## src/hw/rpsc_regs.svh

```systemverilog
// Purpose: timing and encoding constants for reset and pin state control
// Assumes: one clock (ext_ref_clock_in domain) at 250 MHz
// Notes: counts are in clock cycles
`ifndef RPSC_REGS_SVH
`define RPSC_REGS_SVH
`define RPSC_CMD_SOFT_RESET 8'h01
`define RPSC_CMD_SOFT_STBY 8'h02
`define RPSC_CMD_WAKE 8'h03
`define RPSC_FIRST_CMD_CYC 8'h64
`define RPSC_CLK_BEFORE_REL 8'h0A
`define RPSC_RESET_PULSE_CYC 8'h32
`define RPSC_SOFT_RESET_CYC 8'h10
`define RPSC_CNT_W 8
`endif

```

## src/hw/rpsc_pkg.sv

```systemverilog
// Purpose: shared types for reset and pin state control
// Assumes: included constants header
// Notes: state codes are one-hot
`default_nettype none
package rpsc_pkg;
	typedef enum logic [3:0] {
		RPSC_ST_RESET   = 4'h1,
		RPSC_ST_DEFAULT = 4'h2,
		RPSC_ST_HSTBY   = 4'h4,
		RPSC_ST_SSTBY   = 4'h8
	} rpsc_state_type;
	typedef logic [7:0] rpsc_cmd_type;
endpackage
`default_nettype wire

```

## src/hw/rpsc_link_if.sv

```systemverilog
// Purpose: pin-level link between sequencer device and host
// Assumes: open-drain lines resolved by the testbench from enables
// Notes: no clocking block
`timescale 1ns/1ps
`default_nettype none
interface rpsc_link_if;
	logic reset_in_n;
	logic standby_in;
	logic cmd_valid;
	logic [7:0] cmd_data;
	logic slave_address_select;
	logic external_regulator_select;
	logic slave_twowire_data_i;
	logic slave_twowire_data_o;
	logic slave_twowire_data_oe;
	logic flash_sclk_o;
	logic flash_sclk_oe;
	logic flash_serial_data_out;
	logic flash_sdo_oe;
	logic flash_cs_n_o;
	logic flash_cs_oe;
	logic flash_sdi_pullup_en;
	logic sensor_clock_out;
	logic sensor_reset_n;
	logic master_twowire_clk_oe;
	logic master_twowire_data_oe;
	logic diff_rx_enable;
	logic ready;
	modport dev (
		input  reset_in_n, standby_in, cmd_valid, cmd_data, slave_address_select,
		input  external_regulator_select, slave_twowire_data_i,
		output slave_twowire_data_o, slave_twowire_data_oe, flash_sclk_o, flash_sclk_oe,
		output flash_serial_data_out, flash_sdo_oe, flash_cs_n_o, flash_cs_oe,
		output flash_sdi_pullup_en, sensor_clock_out, sensor_reset_n,
		output master_twowire_clk_oe, master_twowire_data_oe, diff_rx_enable, ready
	);
	modport host (
		output reset_in_n, standby_in, cmd_valid, cmd_data, slave_address_select,
		output external_regulator_select, slave_twowire_data_i,
		input  slave_twowire_data_o, slave_twowire_data_oe, flash_sclk_o, flash_sclk_oe,
		input  flash_serial_data_out, flash_sdo_oe, flash_cs_n_o, flash_cs_oe,
		input  flash_sdi_pullup_en, sensor_clock_out, sensor_reset_n,
		input  master_twowire_clk_oe, master_twowire_data_oe, diff_rx_enable, ready
	);
endinterface
`default_nettype wire

```

## src/hw/rpsc_device.sv

```systemverilog
// Purpose: device end: reset sources and per-state pin control
// Assumes: clk is the external reference clock; rst is power-on reset
// Notes: streaming and idle states are not modelled
`timescale 1ns/1ps
`default_nettype none
`include "rpsc_regs.svh"
module rpsc_device
	import rpsc_pkg::*;
(
	input  wire logic           clk,
	input  wire logic           rst,
	rpsc_link_if.dev            link,
	input  wire logic           diff_if_select,
	output logic                soft_reset_active,
	output rpsc_pkg::rpsc_state_type state
);
	import rpsc_pkg::*;

	logic               rin_s1_q, rin_s1_d;
	logic               rin_s2_q, rin_s2_d;
	logic               sby_s1_q, sby_s1_d;
	logic               sby_s2_q, sby_s2_d;
	rpsc_state_type     st_q, st_d;
	logic [`RPSC_CNT_W-1:0] srst_cnt_q, srst_cnt_d;
	logic               srst_q, srst_d;
	logic               out_rst_n_q, out_rst_n_d;
	logic               flash_oe_q, flash_oe_d;
	logic               diff_q, diff_d;
	logic               sclk_lvl_q, sclk_lvl_d;
	logic               sdo_lvl_q, sdo_lvl_d;
	logic               cs_n_lvl_q, cs_n_lvl_d;
	logic               pullup_q, pullup_d;
	logic               sens_clk_q, sens_clk_d;
	logic               slv_dat_o_q, slv_dat_o_d;
	logic               slv_dat_oe_q, slv_dat_oe_d;
	logic               mclk_oe_q, mclk_oe_d;
	logic               mdat_oe_q, mdat_oe_d;

	// shared decodes: one place to change a command code
	function automatic logic cmd_is(input logic vld, input rpsc_cmd_type data,
			input rpsc_cmd_type code);
		return vld && (data == code);
	endfunction

	function automatic logic is_standby(input rpsc_state_type s);
		return (s == RPSC_ST_HSTBY) || (s == RPSC_ST_SSTBY);
	endfunction

	// reset input and standby are pins: two flops before use
	always_comb begin
		rin_s1_d = link.reset_in_n;
		rin_s2_d = rin_s1_q;
		sby_s1_d = link.standby_in;
		sby_s2_d = sby_s1_q;
	end

	always_comb begin
		st_d = st_q;
		srst_cnt_d = srst_cnt_q;
		srst_d = srst_q;
		if (!rin_s2_q) begin
			st_d = RPSC_ST_RESET;
			srst_d = 1'b0;
		end else begin
			case (st_q)
				RPSC_ST_RESET: begin
					st_d = RPSC_ST_DEFAULT;
				end
				RPSC_ST_DEFAULT: begin
					if (sby_s2_q)
						st_d = RPSC_ST_HSTBY;
					else if (cmd_is(link.cmd_valid, link.cmd_data, `RPSC_CMD_SOFT_STBY))
						st_d = RPSC_ST_SSTBY;
				end
				RPSC_ST_HSTBY: begin
					if (!sby_s2_q)
						st_d = RPSC_ST_DEFAULT;
				end
				RPSC_ST_SSTBY: begin
					if (sby_s2_q)
						st_d = RPSC_ST_HSTBY;
					else if (cmd_is(link.cmd_valid, link.cmd_data, `RPSC_CMD_WAKE))
						st_d = RPSC_ST_DEFAULT;
				end
				default: st_d = RPSC_ST_RESET;
			endcase
			// soft reset: internal state back to default, no pin involved
			if (srst_q) begin
				if (srst_cnt_q == `RPSC_SOFT_RESET_CYC) begin
					srst_d = 1'b0;
					srst_cnt_d = '0;
				end else begin
					srst_cnt_d = srst_cnt_q + 8'h01;
				end
				st_d = RPSC_ST_DEFAULT;
			end else if (cmd_is(link.cmd_valid, link.cmd_data, `RPSC_CMD_SOFT_RESET)) begin
				srst_d = 1'b1;
				srst_cnt_d = '0;
				st_d = RPSC_ST_DEFAULT;
			end
		end
		out_rst_n_d = is_standby(st_d);
		flash_oe_d = (st_d != RPSC_ST_RESET);
		diff_d = diff_if_select && is_standby(st_d);
	end

	// rst is the internal power-on reset, separate from the pin
	always_ff @(posedge clk or posedge rst) begin
		if (rst) begin
			rin_s1_q <= 1'b0;
			rin_s2_q <= 1'b0;
			sby_s1_q <= 1'b0;
			sby_s2_q <= 1'b0;
			st_q <= RPSC_ST_RESET;
			srst_cnt_q <= '0;
			srst_q <= 1'b0;
			out_rst_n_q <= 1'b0;
			flash_oe_q <= 1'b0;
			diff_q <= 1'b0;
		end else begin
			rin_s1_q <= rin_s1_d;
			rin_s2_q <= rin_s2_d;
			sby_s1_q <= sby_s1_d;
			sby_s2_q <= sby_s2_d;
			st_q <= st_d;
			srst_cnt_q <= srst_cnt_d;
			srst_q <= srst_d;
			out_rst_n_q <= out_rst_n_d;
			flash_oe_q <= flash_oe_d;
			diff_q <= diff_d;
		end
	end

	// flash and sensor idle levels; the enables alone decide float
	always_comb begin
		sclk_lvl_d = 1'b0;
		sdo_lvl_d = 1'b0;
		cs_n_lvl_d = 1'b1;
		pullup_d = 1'b1;
		sens_clk_d = 1'b0;
		slv_dat_o_d = 1'b0;
		slv_dat_oe_d = 1'b0;
		mclk_oe_d = 1'b0;
		mdat_oe_d = 1'b0;
	end

	// reset values match the driven levels, so rst falling moves no pin
	// pull-up has no off state, not even under rst
	always_ff @(posedge clk or posedge rst) begin
		if (rst) begin
			sclk_lvl_q <= 1'b0;
			sdo_lvl_q <= 1'b0;
			cs_n_lvl_q <= 1'b1;
			pullup_q <= 1'b1;
			sens_clk_q <= 1'b0;
			slv_dat_o_q <= 1'b0;
			slv_dat_oe_q <= 1'b0;
			mclk_oe_q <= 1'b0;
			mdat_oe_q <= 1'b0;
		end else begin
			sclk_lvl_q <= sclk_lvl_d;
			sdo_lvl_q <= sdo_lvl_d;
			cs_n_lvl_q <= cs_n_lvl_d;
			pullup_q <= pullup_d;
			sens_clk_q <= sens_clk_d;
			slv_dat_o_q <= slv_dat_o_d;
			slv_dat_oe_q <= slv_dat_oe_d;
			mclk_oe_q <= mclk_oe_d;
			mdat_oe_q <= mdat_oe_d;
		end
	end

	// every pin leaves a flop; idle levels kept even while floated
	assign link.slave_twowire_data_o = slv_dat_o_q;
	assign link.slave_twowire_data_oe = slv_dat_oe_q;
	assign link.flash_sclk_o = sclk_lvl_q;
	assign link.flash_sclk_oe = flash_oe_q;
	assign link.flash_serial_data_out = sdo_lvl_q;
	assign link.flash_sdo_oe = flash_oe_q;
	assign link.flash_cs_n_o = cs_n_lvl_q;
	assign link.flash_cs_oe = flash_oe_q;
	assign link.flash_sdi_pullup_en = pullup_q;
	assign link.sensor_clock_out = sens_clk_q;
	assign link.sensor_reset_n = out_rst_n_q;
	assign link.master_twowire_clk_oe = mclk_oe_q;
	assign link.master_twowire_data_oe = mdat_oe_q;
	assign link.diff_rx_enable = diff_q;
	assign link.ready = flash_oe_q;
	assign soft_reset_active = srst_q;
	assign state = st_q;
endmodule // rpsc_device
`default_nettype wire

```

## src/flat_wrapper.sv

```systemverilog
// flat-port wrapper written by rule: the top's interface ports become plain ports
module rpsc_device_flat import rpsc_pkg::*;
  (clk, rst, diff_if_select, soft_reset_active, state, link_reset_in_n, link_standby_in, link_cmd_valid, link_cmd_data, link_slave_address_select, link_external_regulator_select, link_slave_twowire_data_i, link_slave_twowire_data_o, link_slave_twowire_data_oe, link_flash_sclk_o, link_flash_sclk_oe, link_flash_serial_data_out, link_flash_sdo_oe, link_flash_cs_n_o, link_flash_cs_oe, link_flash_sdi_pullup_en, link_sensor_clock_out, link_sensor_reset_n, link_master_twowire_clk_oe, link_master_twowire_data_oe, link_diff_rx_enable, link_ready);
  rpsc_link_if link_i ();
  input  wire logic clk;
  input  wire logic rst;
  input  wire logic diff_if_select;
  output logic soft_reset_active;
  output rpsc_pkg::rpsc_state_type state;
  input wire logic [$bits(link_i.reset_in_n)-1:0] link_reset_in_n;
  input wire logic [$bits(link_i.standby_in)-1:0] link_standby_in;
  input wire logic [$bits(link_i.cmd_valid)-1:0] link_cmd_valid;
  input wire logic [$bits(link_i.cmd_data)-1:0] link_cmd_data;
  input wire logic [$bits(link_i.slave_address_select)-1:0] link_slave_address_select;
  input wire logic [$bits(link_i.external_regulator_select)-1:0] link_external_regulator_select;
  input wire logic [$bits(link_i.slave_twowire_data_i)-1:0] link_slave_twowire_data_i;
  output wire logic [$bits(link_i.slave_twowire_data_o)-1:0] link_slave_twowire_data_o;
  output wire logic [$bits(link_i.slave_twowire_data_oe)-1:0] link_slave_twowire_data_oe;
  output wire logic [$bits(link_i.flash_sclk_o)-1:0] link_flash_sclk_o;
  output wire logic [$bits(link_i.flash_sclk_oe)-1:0] link_flash_sclk_oe;
  output wire logic [$bits(link_i.flash_serial_data_out)-1:0] link_flash_serial_data_out;
  output wire logic [$bits(link_i.flash_sdo_oe)-1:0] link_flash_sdo_oe;
  output wire logic [$bits(link_i.flash_cs_n_o)-1:0] link_flash_cs_n_o;
  output wire logic [$bits(link_i.flash_cs_oe)-1:0] link_flash_cs_oe;
  output wire logic [$bits(link_i.flash_sdi_pullup_en)-1:0] link_flash_sdi_pullup_en;
  output wire logic [$bits(link_i.sensor_clock_out)-1:0] link_sensor_clock_out;
  output wire logic [$bits(link_i.sensor_reset_n)-1:0] link_sensor_reset_n;
  output wire logic [$bits(link_i.master_twowire_clk_oe)-1:0] link_master_twowire_clk_oe;
  output wire logic [$bits(link_i.master_twowire_data_oe)-1:0] link_master_twowire_data_oe;
  output wire logic [$bits(link_i.diff_rx_enable)-1:0] link_diff_rx_enable;
  output wire logic [$bits(link_i.ready)-1:0] link_ready;
  assign link_i.reset_in_n = link_reset_in_n;
  assign link_i.standby_in = link_standby_in;
  assign link_i.cmd_valid = link_cmd_valid;
  assign link_i.cmd_data = link_cmd_data;
  assign link_i.slave_address_select = link_slave_address_select;
  assign link_i.external_regulator_select = link_external_regulator_select;
  assign link_i.slave_twowire_data_i = link_slave_twowire_data_i;
  assign link_slave_twowire_data_o = link_i.slave_twowire_data_o;
  assign link_slave_twowire_data_oe = link_i.slave_twowire_data_oe;
  assign link_flash_sclk_o = link_i.flash_sclk_o;
  assign link_flash_sclk_oe = link_i.flash_sclk_oe;
  assign link_flash_serial_data_out = link_i.flash_serial_data_out;
  assign link_flash_sdo_oe = link_i.flash_sdo_oe;
  assign link_flash_cs_n_o = link_i.flash_cs_n_o;
  assign link_flash_cs_oe = link_i.flash_cs_oe;
  assign link_flash_sdi_pullup_en = link_i.flash_sdi_pullup_en;
  assign link_sensor_clock_out = link_i.sensor_clock_out;
  assign link_sensor_reset_n = link_i.sensor_reset_n;
  assign link_master_twowire_clk_oe = link_i.master_twowire_clk_oe;
  assign link_master_twowire_data_oe = link_i.master_twowire_data_oe;
  assign link_diff_rx_enable = link_i.diff_rx_enable;
  assign link_ready = link_i.ready;
  rpsc_device u_core (.clk(clk), .rst(rst), .link(link_i), .diff_if_select(diff_if_select), .soft_reset_active(soft_reset_active), .state(state));
endmodule
```

## config.mk

```make
export PLATFORM = sky130hd
export DESIGN_NAME = rpsc_device_flat
export DESIGN_NICKNAME = d
export VERILOG_FILES = /design/src/hw/rpsc_pkg.sv /design/src/hw/rpsc_link_if.sv /design/src/hw/rpsc_device.sv /design/src/flat_wrapper.sv
export VERILOG_INCLUDE_DIRS = /design/src /design/src/hw
export SDC_FILE = /design/constraint.sdc
export NUM_CORES = 1
export LEC_CHECK = 0
export BUFFER_PORTS_ARGS = -buffer_cell sky130_fd_sc_hd__buf_2
export CORE_MARGIN = 5
export CORE_UTILIZATION = 53
export CTS_BUF_LIST = sky130_fd_sc_hd__clkbuf_16
export DETAILED_ROUTE_END_ITERATION = 12
export MAX_ROUTING_LAYER = met4
export PLACE_DENSITY = 0.84
export SLEW_MARGIN = 20
export SYNTH_ARGS = -nofsm -noshare
export SYNTH_HDL_FRONTEND = slang
export SYNTH_SLANG_ARGS = --single-unit
```

## constraint.sdc

```tcl
create_clock -name clk -period 2.8 [get_ports clk]
set_input_delay 0.28 -clock clk [delete_from_list [all_inputs] [get_ports clk]]
set_output_delay 0.28 -clock clk [all_outputs]
set_load 0.02 [all_outputs]
```

### Yosys cells after proc, flatten, opt, wreduce, memory -nomap -nowiden

Index checks and enable logic that the tools add are counted.

* register bits: 20
* logic and storage cells: 45
* output and inout port bits: 20
* input port bits: 17

* equality and inequality tests: 11
* $add $sub $neg: 1
* reductions and logical operators: 7
* multiplexer cells: 16

Operator list (count)
* 4-bit two-way mux: 8
* 8-bit two-way mux: 3
* 8-bit by 2-bit == test with 1-bit output (second input constant): 2
* 4-bit case mux with 4 select lines: 1
* 8-bit by 1-bit adder with 8-bit output (second input constant): 1
* 4-bit by 3-bit == test with 1-bit output (second input constant): 2
* 4-bit == test (second input constant): 2
* 8-bit by 1-bit == test with 1-bit output (second input constant): 1
* 8-bit by 5-bit == test with 1-bit output (second input constant): 1
* 4-bit by 1-bit == test with 1-bit output (second input constant): 1
* 4-bit by 2-bit == test with 1-bit output (second input constant): 1
* 1-bit logical AND: 4
* 1-bit two-way mux: 4
* 4-bit by 1-bit != test with 1-bit output (second input constant): 1
* 2-bit AND reduction: 1
* 2-bit nonzero test: 1
* 1-bit logical OR: 1

### Depth between registers and ports, before layout

* word-level depth: 11
* gate-level depth with buffers: 6
* depth with buffers taken out: 6

### Worst setup path before layout

OpenSTA, ideal clock, no wires.

* path type: flip-flop to flip-flop
* from: register u_core.srst_cnt_q[0]
* to: register u_core.srst_cnt_q[6]
* slack: 1.166 ns
* clock period less this slack: 1.634 ns
* path buffers: 0
* data arrival time: 1.508 ns
* cell stages (with the launch flop): 7
* cells stage by stage: dfrtp_1 -> inv_1 -> ha_1 -> nand4bb_1 -> o311a_4 -> and3_1 -> a221o_1

* word-level cells in the longest chain between the ends: 3

RTL lines
* from (decl): line rpsc_device.sv:24 `` logic [`RPSC_CNT_W-1:0] srst_cnt_q, srst_cnt_d; ``
* from (signal assigned): line rpsc_device.sv:126 `srst_cnt_q <= srst_cnt_d;`
* 8-bit by 1-bit adder with 8-bit output / 8-bit by 5-bit == test with 1-bit output (equally long branches)
* 8-bit two-way mux (*): line rpsc_device.sv:89 `` if (srst_cnt_q == `RPSC_SOFT_RESET_CYC) begin ``
* 8-bit two-way mux (*): line rpsc_device.sv:88 `if (srst_q) begin`

Every way passes the cells marked *; elsewhere a longest branch is shown, timed or not.
A chain may end at the register's enable or synchronous reset.

### Worst setup path after layout

Ends and elaborated chain as after synthesis.

==> out/summary.txt <==
status - completed
GRT overflow - 0
Crit Path Max Fanout - 9
Routed WL - 2.268 mm
Rel. slew slack - 0.5235
CTS resizes - 0
final non-filler cell total - 160
# clock sinks - 20
Max Cap Violations - 0
Netlist Area Pre-Place - 1129 um^2
Clock Path Buffers - 2
cell count along the critical path - 6
Max Slew Vio Count - 0
Critical Setup Path Class - flip-flop to flip-flop
f_max - 0.5709 GHz
via count - 901
highest-count cells in the layout ignoring fill and taps - buf_2, dfrtp_1, conb_1
total CTS buffers - 3
drt first pass iters - 4
worst hold path type - primary input to flip-flop
CTS Hold Bufs - 0
initial antenna violation count - 0
DRT antenna net count - 0
htree depth - 1
chip height - 56.15 um
Largest register FFs - 8
Largest Register - u_core.srst_cnt_q
diodes inserted - 0
first-pass GRT wire length - 3.974 mm
clock root cell - clkbuf_16
drt drc - 0
asr flop ratio synth - 1.000
Slowest-stage cell, CP - o311a_4
FILL cells - 177
dpl cells - 156
row cnt - 16
mux share of post-synthesis cell area - 0.009978
Hold Fails Final Rpt - 0
TNS Setup - 0 ns
crit-path cells - inv_1 > ha_1 > nand4bb_1 > o311a_4 > and3_1 > a221o_1
Core Util, Final - 0.6425
Synth Area in XOR/XNOR - 0.01552
Final min period - 1.752 ns
Clk pin slew, worst setup/hold paths - 0.05 ns
RSZ-0062 raised after global routing - no
Final Wtd Congestion - 0.8230
nets - 153
WL/cell - 14.18 um
CP required - 2.94 ns
DR iter-0 viols - 32
Worst Skew - 0.002380 ns
PnR worst setup slack - 1.048 ns
Initial Util - 0.5637
HPWL Detailed - 1.681 mm
area grow syn2layout - 13.97%
die width - 56.15 um
sequential fraction of the synthesis area - 0.4446
gr usage total - 0.1640
Peak VDD IR - 0.5613 mV
Synth area leader - dfrtp_1
worst-skew pair later-pin latency - 0.25 ns
CP top delay family - compound AO/OA/AOI/OAI gates
CP Launch Type - flip-flop
Buf/Inv on CP - 1
largest net degree at the start of global routing - 21
EDFF count, synth - 0
Compound-Gate Fraction of Synth Area - 0.1696
number of port buffers - 24
most common cell after layout, fill and taps aside - buf_2
post-CTS setup buffers - 0
largest family of logic cells by synthesized area - simple AND/OR/NAND/NOR gates
Post-Synth Simple-Gate Area - 0.2151
Post-Synthesis Cells - 111
Reg2Reg Depth - 6
Min-Delay Path Depth - 1
CORE AREA - 2002 um^2
post-synth top area share - 0.4213
largest cells by area after synthesis - dfrtp_1, buf_4, a21oi_1
Netlist cell types - 45
vias in the first global route - 827
Worst setup EP type - flip-flop
Main synth FF type - dfrtp_1
Post-Synth Adder-Cell Area - 0.02217
Pleak - 0.6377 nW
flops & latches, synth - 20
Pwr Density - 643.4 nW/um^2
Max stage delay on crit path - 0.43 ns
IO Pins - 37
Avg Cell Area, Syn - 10.17 um^2
crit path DAT - 1.89 ns
Yosys warning total - 0
Die Area - 3152 um^2
hold slack - 0.1325 ns
vias per inst - 5.631
Slew @ Worst Pin - 0.7140 ns
CTS tree - done
final setup fails - 0
pre-CTS setup slack - 1.055 ns
share of cells above drive strength 1 - 0.2481
fin crit share - 0.6256
-- worst register-to-register path, cell delays in order, from the launching register on --
cell and delay [ns]:
dfrtp_1 0.40, inv_1 0.09, ha_1 0.15, nand4bb_1 0.15, o311a_4 0.43, and3_1 0.18
a221o_1 0.25
-- final cells by class --
cell class                      instances  area [um^2]  area share
Clock inverter                          1        3.754    0.002918
Sequential cell                        20        501.7      0.3901
Tap cell                               27        33.78     0.02626
Timing Repair Buffer                   24        120.1     0.09339
Multi-Input combinational cell         77        521.8      0.4056
Clock buffer                            3        75.07     0.05837
Inverter                                8        30.03     0.02335
-- final timing paths --
| check | endpoint | from | slack [ns] |
|---|---|---|---|
| worst max-delay path | u_core.srst_cnt_q[6]$_DFFE_PP0P_ | u_core.srst_cnt_q[0]$_DFFE_PP0P_ | 1.05 |
| max in group asynchronous | u_core.srst_cnt_q[7]$_DFFE_PP0P_ | rst | 2.21 |
| worst min register to register | u_core.sby_s2_q$_DFF_PP0_ | u_core.sby_s1_q$_DFF_PP0_ | 0.35 |
| worst max register to register | u_core.srst_cnt_q[6]$_DFFE_PP0P_ | u_core.srst_cnt_q[0]$_DFFE_PP0P_ | 1.05 |
| worst min-delay path | u_core.rin_s1_q$_DFF_PP0_ | link_reset_in_n | 0.13 |
| min in group asynchronous | u_core.rin_s1_q$_DFF_PP0_ | rst | 0.14 |
-- power breakdown --
group / switching [mW] / internal (mW) / total [mW]
Clock: 0.102 / 0.190 / 0.292
Sequential: 0.0346 / 0.317 / 0.351
Combinational: 0.114 / 0.0707 / 0.184
Total: 0.250 / 0.578 / 0.828
-- cell usage after synthesis, types with 2 or more instances --
cell and n:
dfrtp_1 19, conb_1 2, and3_1 3, and2_1 2, nor4_1 2, buf_4 12
o21ai_1 4, nor3_1 3, nand3_1 5, ha_1 2, nand2b_1 2, a21oi_1 6
nand2_1 4, nor2_1 4, inv_1 7, nor2b_1 2, a31oi_1 4
-- through the flow --
stage / cell area [um^2] / power [mW]
after global placement: 1207 / 0.5281
after floorplan: 1155 / 0.5045
after detailed placement: 1207 / 0.5382
after global routing: 1286 / 0.8748
final: 1286 / 0.8275
after CTS: 1286 / 0.8313
-- cell families after synthesis --
logic type | Yosys count
and+or+nand+nor | 37
AOI/OAI and AO/OA | 26
buffers and inverters | 21
DFF | 20
adders and majority gates | 2
other | 2
xor gates and xnor gates | 2
muxes | 1
-- routing by layer --
| layer | global-route usage | wire [um] | vias up |
|---|---|---|---|
| li1 | - | - | 422 |
| met1 | 0.2125 | 925 | 439 |
| met2 | 0.2404 | 1124 | 34 |
| met3 | 0.04408 | 167 | 6 |
| met4 | 0.07119 | 51 | 0 |
| met5 | - | 0 | - |
(Power assumes the default switching activity.)
